--- src/rtl/mss_pkg.sv ---
/*
 Constants, types and state layout for the multistep setpoint sequencer.
 Assumes a 50 MHz control clock and an APB slave with 32-bit data.
*/
// Operation
// - Sixteen signed step setpoints, -1000..+1000 tenths of percent, reset to zero.
// - As frequency source a setpoint is a percentage of maximum frequency.
// - As separated voltage source a setpoint is a percentage of rated voltage.
// - As process controller reference the setpoint passes through unscaled.
// - Terminal states pick the active step; an enabled sequencer that is not idle picks its stage instead.
// - Sequencer advances stages automatically by each stage's run duration.
// - Mode 0 stops after one pass; only a fresh run restarts.
// - Mode 1 keeps running at the last stage after one pass.
// - Mode 2 restarts from stage zero after each pass until stopped.
// - Power retention 0 forgets state; restart at stage zero after power returns.
// - Power retention 1 keeps stage and elapsed time across power loss.
// - Stop retention 0 makes every start begin at stage zero.
// - Stop retention 1 keeps the stage at stop and resumes there.
// - Each stage has a duration 0..65000 tenths of the unit, reset zero.
// - Each stage has a two-bit ramp set choice, reset zero.
// - One unit bit scales durations: 0 seconds, 1 hours.
// - Step zero source: table, three analog inputs, pulse, controller, preset.
// - With the preset source, up and down commands adjust the preset.
package mss_pkg;
   localparam int CLK_PERIOD_NS = 20;
   localparam int TENTH_S_NS = 100_000_000;
   localparam int TENTH_S_CYC = TENTH_S_NS / CLK_PERIOD_NS;
   localparam int TENTHS_S_PER_TENTH_H = 3600;

   localparam logic [7:0] OFS_SP = 8'h00;
   localparam logic [7:0] OFS_DUR = 8'h40;
   localparam logic [7:0] OFS_CFG = 8'h80;
   localparam logic [7:0] OFS_STAT = 8'h84;
   localparam logic [7:0] OFS_PRESET = 8'h88;
   localparam logic [7:0] OFS_ELAP = 8'h8c;

   localparam logic signed [10:0] SP_MAX = 11'sh3e8;
   localparam logic signed [10:0] SP_RST = 11'sh000;
   localparam logic [15:0] DUR_MAX = 16'hfde8;
   localparam logic [15:0] DUR_RST = 16'h0000;
   localparam logic [1:0] RS_RST = 2'h0;
   localparam int DUR_RS_LSB = 16;
   localparam int FULL_SCALE = 1000;

   localparam int CFG_MODE_LSB = 0;
   localparam int CFG_PWR_BIT = 2;
   localparam int CFG_STOP_BIT = 3;
   localparam int CFG_UNIT_BIT = 4;
   localparam int CFG_SRC_LSB = 5;
   localparam int CFG_PLC_BIT = 8;
   localparam logic [8:0] CFG_RST = 9'h000;

   localparam logic [1:0] MODE_ONCE = 2'h0;
   localparam logic [1:0] MODE_HOLD = 2'h1;
   localparam logic [1:0] MODE_LOOP = 2'h2;

   localparam logic [2:0] SRC_TABLE = 3'h0;
   localparam logic [2:0] SRC_AI1 = 3'h1;
   localparam logic [2:0] SRC_AI2 = 3'h2;
   localparam logic [2:0] SRC_AI3 = 3'h3;
   localparam logic [2:0] SRC_PULSE = 3'h4;
   localparam logic [2:0] SRC_PID = 3'h5;
   localparam logic [2:0] SRC_PRESET = 3'h6;

   typedef enum logic [2:0] {
      A_NONE, A_SP, A_DUR, A_CFG, A_STAT, A_PRE, A_ELAP
   } mss_area_t;

   typedef enum logic [3:0] {
      ST_IDLE = 4'h1,
      ST_RUN = 4'h2,
      ST_HOLD = 4'h4,
      ST_PWR = 4'h8
   } mss_state_t;

   typedef struct packed {
      logic signed [10:0] analog_input_one;
      logic signed [10:0] analog_input_two;
      logic signed [10:0] analog_input_three;
      logic signed [10:0] pulse_input_terminal;
      logic signed [10:0] pid_out;
   } mss_src_t;

   typedef struct packed {
      logic signed [16:0] freq;
      logic signed [16:0] volt;
      logic signed [10:0] pid;
      logic [1:0] ramp;
      logic run;
      logic [3:0] stage;
   } mss_ref_t;

   typedef struct packed {
      logic [15:0][10:0] step_setpoint_table;
      logic [15:0][15:0] stage_duration;
      logic [15:0][1:0] stage_ramp_set_select;
      logic [1:0] sequence_end_mode;
      logic pwr_ret;
      logic stop_ret;
      logic stage_time_unit;
      logic [2:0] step0_source_select;
      logic plc_en;
      logic signed [10:0] preset_frequency;
      mss_state_t st;
      logic was_run;
      logic run_q;
      logic [3:0] stage;
      logic [15:0] elap;
      logic [31:0] tick;
      logic [11:0] hcnt;
      logic [3:0] sel_m;
      logic [3:0] sel_s;
      logic [2:0] up_q;
      logic [2:0] dn_q;
      logic pready;
      logic pslverr;
      logic [31:0] prdata;
      mss_ref_t ref_o;
   } mss_st_t;
endpackage

--- src/rtl/mss_top.sv ---
/*
 Multistep setpoint table and timed stage sequencer with APB registers.
 Assumes run, stop, power_fail and source values come from drive logic on pclk;
 selection terminals and up/down come from pins and are synchronised here.
*/
// Added by the designer: the address map and the APB register port.
`timescale 1ns/10ps
module mss_top
   import mss_pkg::*;
#(
   parameter int TICK_CYC = TENTH_S_CYC,
   parameter int HOUR_MULT = TENTHS_S_PER_TENTH_H
) (
   // Clock and reset
   input wire logic pclk,
   input wire logic presetn,
   // APB slave
   input wire logic [7:0] paddr,
   input wire logic psel,
   input wire logic penable,
   input wire logic pwrite,
   input wire logic [31:0] pwdata,
   output logic [31:0] prdata,
   output logic pready,
   output logic pslverr,
   // Drive control
   input wire logic run_cmd,
   input wire logic stop_cmd,
   input wire logic power_fail,
   input wire logic [15:0] max_freq,
   input wire logic [15:0] rated_volt,
   input wire mss_src_t src_in,
   // Terminal pins
   input wire logic [3:0] sel_term,
   input wire logic up_cmd,
   input wire logic down_cmd,
   // References to the drive
   output mss_ref_t ref_out
);

   mss_st_t r;
   mss_st_t n;

   function automatic mss_area_t mss_decode(input logic [7:0] a);
      if (a[1:0] != 2'h0) begin
         return A_NONE;
      end else if (a >= OFS_SP && a < OFS_DUR) begin
         return A_SP;
      end else if (a >= OFS_DUR && a < OFS_CFG) begin
         return A_DUR;
      end else if (a == OFS_CFG) begin
         return A_CFG;
      end else if (a == OFS_STAT) begin
         return A_STAT;
      end else if (a == OFS_PRESET) begin
         return A_PRE;
      end else if (a == OFS_ELAP) begin
         return A_ELAP;
      end else begin
         return A_NONE;
      end
   endfunction

   function automatic logic [10:0] mss_clamp_sp(input logic [31:0] w);
      if ($signed(w) > $signed(32'(SP_MAX))) begin
         return SP_MAX;
      end else if ($signed(w) < -$signed(32'(SP_MAX))) begin
         return 11'(-SP_MAX);
      end else begin
         return w[10:0];
      end
   endfunction

   function automatic logic [16:0] mss_scale(input logic signed [10:0] sp, input logic [15:0] k);
      logic signed [27:0] p;
      p = 28'(sp * $signed({1'b0, k}));
      return 17'(p / FULL_SCALE);
   endfunction

   logic acc;
   logic wr_go;
   logic up_p;
   logic dn_p;
   logic start;
   mss_area_t area;
   logic [3:0] idx;
   logic [3:0] act;
   logic signed [10:0] spv;
   logic [15:0] dur_cur;

   always_comb begin
      n = r;
      acc = psel & penable;
      wr_go = acc & r.pready & pwrite;
      area = mss_decode(paddr);
      idx = paddr[5:2];
      up_p = r.up_q[1] & ~r.up_q[2];
      dn_p = r.dn_q[1] & ~r.dn_q[2];
      start = run_cmd & ~r.run_q & ~stop_cmd;
      dur_cur = r.stage_duration[r.stage];

      // Pin synchronisers and edge history
      n.sel_m = sel_term;
      n.sel_s = r.sel_m;
      n.up_q = {r.up_q[1:0], up_cmd};
      n.dn_q = {r.dn_q[1:0], down_cmd};
      n.run_q = run_cmd;

      // Step selection: sequencer stage while it owns the drive, else terminals
      if (r.plc_en && r.st != ST_IDLE) begin
         act = r.stage;
      end else begin
         act = r.sel_s;
      end
      if (act == 4'h0) begin
         case (r.step0_source_select)
            SRC_AI1: spv = src_in.analog_input_one;
            SRC_AI2: spv = src_in.analog_input_two;
            SRC_AI3: spv = src_in.analog_input_three;
            SRC_PULSE: spv = src_in.pulse_input_terminal;
            SRC_PID: spv = src_in.pid_out;
            SRC_PRESET: spv = r.preset_frequency;
            default: spv = $signed(r.step_setpoint_table[0]);
         endcase
      end else begin
         spv = $signed(r.step_setpoint_table[act]);
      end

      // Preset adjust by up/down; a bus write in the same cycle wins
      if (r.step0_source_select == SRC_PRESET) begin
         if (up_p && r.preset_frequency < SP_MAX) begin
            n.preset_frequency = r.preset_frequency + 11'sh001;
         end else if (dn_p && r.preset_frequency > -SP_MAX) begin
            n.preset_frequency = r.preset_frequency - 11'sh001;
         end
      end

      // APB: one wait state, then completion
      n.pready = 1'b0;
      n.pslverr = 1'b0;
      if (acc && !r.pready) begin
         n.pready = 1'b1;
         n.pslverr = (area == A_NONE);
         if (area == A_SP) begin
            n.prdata = {{21{r.step_setpoint_table[idx][10]}}, r.step_setpoint_table[idx]};
         end else if (area == A_DUR) begin
            n.prdata = {14'h0, r.stage_ramp_set_select[idx], r.stage_duration[idx]};
         end else if (area == A_CFG) begin
            n.prdata = {23'h0, r.plc_en, r.step0_source_select, r.stage_time_unit,
                        r.stop_ret, r.pwr_ret, r.sequence_end_mode};
         end else if (area == A_STAT) begin
            n.prdata = {21'h0, act, r.st == ST_PWR, r.st == ST_HOLD, r.st == ST_RUN, r.stage};
         end else if (area == A_PRE) begin
            n.prdata = {{21{r.preset_frequency[10]}}, r.preset_frequency};
         end else if (area == A_ELAP) begin
            n.prdata = {16'h0, r.elap};
         end else begin
            n.prdata = 32'h0000_0000;
         end
      end
      if (wr_go) begin
         if (area == A_SP) begin
            n.step_setpoint_table[idx] = mss_clamp_sp(pwdata);
         end else if (area == A_DUR) begin
            n.stage_duration[idx] = (pwdata[15:0] > DUR_MAX) ? DUR_MAX : pwdata[15:0];
            n.stage_ramp_set_select[idx] = pwdata[DUR_RS_LSB +: 2];
         end else if (area == A_CFG) begin
            n.sequence_end_mode = pwdata[CFG_MODE_LSB +: 2];
            n.pwr_ret = pwdata[CFG_PWR_BIT];
            n.stop_ret = pwdata[CFG_STOP_BIT];
            n.stage_time_unit = pwdata[CFG_UNIT_BIT];
            n.step0_source_select = pwdata[CFG_SRC_LSB +: 3];
            n.plc_en = pwdata[CFG_PLC_BIT];
         end else if (area == A_PRE) begin
            n.preset_frequency = mss_clamp_sp(pwdata);
         end
      end

      // Sequencer
      case (r.st)
         ST_IDLE: begin
            if (power_fail) begin
               n.was_run = 1'b0;
               n.st = ST_PWR;
            end else if (start && r.plc_en) begin
               n.st = ST_RUN;
               if (!r.stop_ret) begin
                  n.stage = 4'h0;
               end
               n.elap = 16'h0000;
               n.tick = 32'h0;
               n.hcnt = 12'h000;
            end
         end
         ST_RUN: begin
            if (power_fail) begin
               n.was_run = 1'b1;
               n.st = ST_PWR;
            end else if (stop_cmd) begin
               n.st = ST_IDLE;
            end else if (r.elap >= dur_cur) begin
               n.elap = 16'h0000;
               n.tick = 32'h0;
               n.hcnt = 12'h000;
               if (r.stage == 4'hf) begin
                  if (r.sequence_end_mode == MODE_HOLD) begin
                     n.st = ST_HOLD;
                  end else if (r.sequence_end_mode == MODE_LOOP) begin
                     n.stage = 4'h0;
                  end else begin
                     n.st = ST_IDLE;
                     n.stage = 4'h0;
                  end
               end else begin
                  n.stage = r.stage + 4'h1;
               end
            end else if (r.tick == 32'(TICK_CYC - 1)) begin
               n.tick = 32'h0;
               if (!r.stage_time_unit || r.hcnt == 12'(HOUR_MULT - 1)) begin
                  n.hcnt = 12'h000;
                  n.elap = r.elap + 16'h0001;
               end else begin
                  n.hcnt = r.hcnt + 12'h001;
               end
            end else begin
               n.tick = r.tick + 32'h1;
            end
         end
         ST_HOLD: begin
            if (power_fail) begin
               n.was_run = 1'b1;
               n.st = ST_PWR;
            end else if (stop_cmd) begin
               n.st = ST_IDLE;
            end
         end
         ST_PWR: begin
            if (!power_fail) begin
               if (!r.pwr_ret) begin
                  n.stage = 4'h0;
                  n.elap = 16'h0000;
                  n.tick = 32'h0;
                  n.hcnt = 12'h000;
               end
               n.st = r.was_run ? ST_RUN : ST_IDLE;
            end
         end
         default: begin
            n.st = ST_IDLE;
         end
      endcase

      // References to the drive
      n.ref_o.freq = mss_scale(spv, max_freq);
      n.ref_o.volt = mss_scale(spv, rated_volt);
      n.ref_o.pid = spv;
      n.ref_o.ramp = r.stage_ramp_set_select[act];
      n.ref_o.run = (r.st == ST_RUN) || (r.st == ST_HOLD);
      n.ref_o.stage = r.stage;
   end

   always_ff @(posedge pclk or negedge presetn) begin
      if (!presetn) begin
         r <= '0;
         r.st <= ST_IDLE;
      end else begin
         r <= n;
      end
   end

   assign prdata = r.prdata;
   assign pready = r.pready;
   assign pslverr = r.pslverr;
   assign ref_out = r.ref_o;

endmodule

--- config.mk ---
export PLATFORM = sky130hd
export DESIGN_NAME = mss_top
export DESIGN_NICKNAME = d
export VERILOG_FILES = /design/src/rtl/mss_pkg.sv /design/src/rtl/mss_top.sv
export SDC_FILE = /design/constraint.sdc
export NUM_CORES = 2
export LEC_CHECK = 0
export BUFFER_PORTS_ARGS = -buffer_cell sky130_fd_sc_hd__buf_2
export CAP_MARGIN = 20
export CORE_MARGIN = 4
export CORE_UTILIZATION = 62
export CTS_BUF_LIST = sky130_fd_sc_hd__clkbuf_8
export DETAILED_ROUTE_END_ITERATION = 10
export GPL_TIMING_DRIVEN = 0
export PLACE_DENSITY = 0.8
export SYNTH_ARGS = -nofsm -noshare
export SYNTH_HDL_FRONTEND = slang
export SYNTH_SLANG_ARGS = --single-unit
--- constraint.sdc ---
create_clock -name pclk -period 34.6 [get_ports pclk]
set_clock_uncertainty 0.1 [all_clocks]
set_input_delay 8.65 -clock pclk [delete_from_list [all_inputs] [get_ports pclk]]
set_output_delay 8.65 -clock pclk [all_outputs]
set_load 0.01 [all_outputs]
==> flow_summary_export.csv <==
group,metric,value,unit
synth,synth-edff-count,0,
timing,setup_tns,0,ns
outcome,status,"completed",
synth,synth_cell_types,159,
timing,maxClockFrequency,31.57,MHz
detailed_routing,drc,0,
timing,finalCritPeriodShare,0.9154,
floorplanning,rows,112,
setup_path,rrSetupSlack,7.24,ns
clock_tree,cts.sinks,641,
detailed_routing,drt-vias-per-instance,6.614,
synth,syn_area,0.05896,mm²
worst_hold_path,holdPathEnd,"r[95]",
setup_path,end_kind,"flop",
setup_path,critical_path.slowest_cell,"a2111oi_4",
global_routing,grt_pass1_vias,53929,
synth,syn-num-nets,7250,
synth,syn_avg_cell_area,8.842,µm²
detailed_routing,first_pass_iters,6,
timing,setup_viol,0,
setup_path,r2r-start,"r[167]",
setup_path,cp-start-kind,"primary input",
detailed_routing,wl_per_cell,22.96,µm
floorplanning,die_height,316.4,µm
timing,drv_slew,0,
setup_path,rr_worst_depth,84,
clock_tree,cts_buffer_depth,3,
worst_hold_path,holdPathStages,0,
synth,yosysMostFrequentCell,"nand2_1",
setup_path,critPathMaxFanout,10,
place,dp_hpwl,145.3,mm
setup_path,critPathRequiredTime,35.14,ns
clock_tree,post_cts_resized,0,
floorplanning,start_util,0.6280,
synth,yosysSeqAreaShare,0.2721,
timing,worst_slew_pin_slew,1.234,ns
global_routing,antenna_found_initial,19,
clock_tree,clk_pin_slew,0.06,ns
detailed_routing,ant_nets,0,
synth,ys_ff_latch,641,
run,maxCapViolations,0,
final_layout,drive_gt1_frac,0.1501,
global_routing,grt_max_degree,118,
detailed_routing,dr.first_iter.drc_count,6277,
synth,synth_area_leaders,"dfrtp_1, mux4_2, fa_1",
final_layout,fin_nets,7603,
timing,hold_violations,0,
global_routing,grt_util_all_layers,0.3798,
floorplanning,fp.dieW,316.4,µm
floorplanning,io_pins,227,
timing,fin_crit,31.67,ns
synth,synth_top_area_share,0.2716,
place,place.gp.congestion,1.002,
timing,slew_headroom,0.1776,
detailed_routing,wirelength,192.2,mm
clock_tree,worstSkewPairLatency,0.79,ns
clock_tree,cts_tree,"done",
worst_hold_path,hold_path_class,"reg -> reg",
synth,synthTopCellsByCount,"nand2_1, dfrtp_1, o21ai_0, inv_1, nor2_1",
final_layout,syn_to_final_growth,9.310,%
clock_tree,cts_buffers,108,
floorplanning,core,0.09389,mm²
clock_tree,hold_buffers,0,
setup_path,slowest_delay,0.63,ns
setup_path,worstReg2RegEnd,"ref_out[49]",
setup_path,crit_top_cell,"fa_1",
clock_tree,post_cts_buffers,0,
synth,synth_top_flop_cell,"dfrtp_1",
clock_tree,clockRootBuffer,"clkbuf_8",
timing,grt_setup_unrepaired,"no",
synth,ys_warn_count,0,
clock_tree,h-tree-depth,3,
global_routing,grt_pass1_wl,298.1,mm
worst_hold_path,hold_start,"n[95]",
setup_path,critPathKind,"in -> reg",
floorplanning,die_area,0.1001,mm²
global_routing,grt_overflow,0,
synth,yosysTopAreaCell,"dfrtp_1",
final_layout,n_fill_cell,7478,
setup_path,arrival,32.21,ns
place,io_buffer_count,216,
synth,synth_cells,6668,
synth,async_flop_share,1.000,
detailed_routing,vias,55382,
how the worst max path moves through the flow:
stage,cells after the start,end,start
finish,76,ref_out[49],src_in[54]
detailed placement,76,ref_out[49],src_in[54]
global route,74,ref_out[49],src_in[54]
floorplan,78,ref_out[49],src_in[54]
CTS,76,ref_out[49],src_in[54]
global placement,75,ref_out[49],src_in[27]
metal layers:
layer	share of wire	up-vias	global-route usage
li1	-	24376	-
met1	0.37	26856	0.4886
met2	0.45	3345	0.5913
met3	0.11	805	0.09143
met4	0.066	0	0.2196
met5	0	-	0
layout make-up:
type,count,area [µm²],share of cell area
Buffer,473,2248,0.03489
Sequential cell,641,16040,0.2489
Clock buffer,136,1872,0.02904
Timing Repair Buffer,243,1548,0.02401
Antenna cell,12,30.03,0.0004659
Tap cell,1254,1569,0.02434
Inverter,416,1562,0.02423
Multi-Input combinational cell,5138,39110,0.6068
Clock inverter,61,470.5,0.007300
state kept, by name, indices dropped and copies added (netlist names):
name     cells
pslverr      1
ref_out     52
n           12
prdata      19
r          556
pready       1
per-stage QoR:
stage / util / instance area (µm²) / std cells / setup slack, ns / hold slack [ns]
floorplan: - / 58960 / 6668 / 7.106 / 0.2312
global placement: 0.6562 / 61610 / 8138 / 3.016 / 0.2322
detailed placement: 0.6596 / 61930 / 8154 / 2.867 / 0.2347
CTS: 0.6845 / 64270 / 8351 / 3.526 / 0.2427
global route: 0.6864 / 64440 / 8372 / 1.355 / 0.2524
finish: 0.6864 / 64450 / 8374 / 2.926 / 0.2453
cells by family after synthesis:
logic type,after synthesis,share of synthesized area
compound gates,1564,0.1823
fa+ha+maj,450,0.1272
flops,641,0.2721
buf+inv,889,0.06462
xor+xnor,258,0.03883
mux,390,0.1179
simple gates,2476,0.1970
worst max-delay path: cells and delay by family:
family	cells	cell delay [ns]
AOI/OAI and AO/OA	35	10.33
and+or+nand+nor	18	5.42
adders and majority gates	7	3.21
muxes	4	1.93
buffers and inverters	9	1.87
xor gates and xnor gates	3	0.77
cell usage in the layout (no fill, tap or decap), types with 69 or more instances in the layout:
cell      instances
a21oi_1         202
a31oi_1          69
and2_1          195
and3_1           78
buf_2           240
buf_4           103
clkbuf_1        310
clkbuf_8        138
dfrtp_1         640
fa_1            252
ha_1            189
inv_1           447
mux2_2           87
mux4_2          232
nand2_1        1215
nand3_1         146
nor2_1          359
nor3_1          111
o21ai_0         549
xnor2_1         155
xor2_1           99
Power is not shown: default switching activity piles up to over one toggle a cycle in this logic, so the estimate is an artifact.
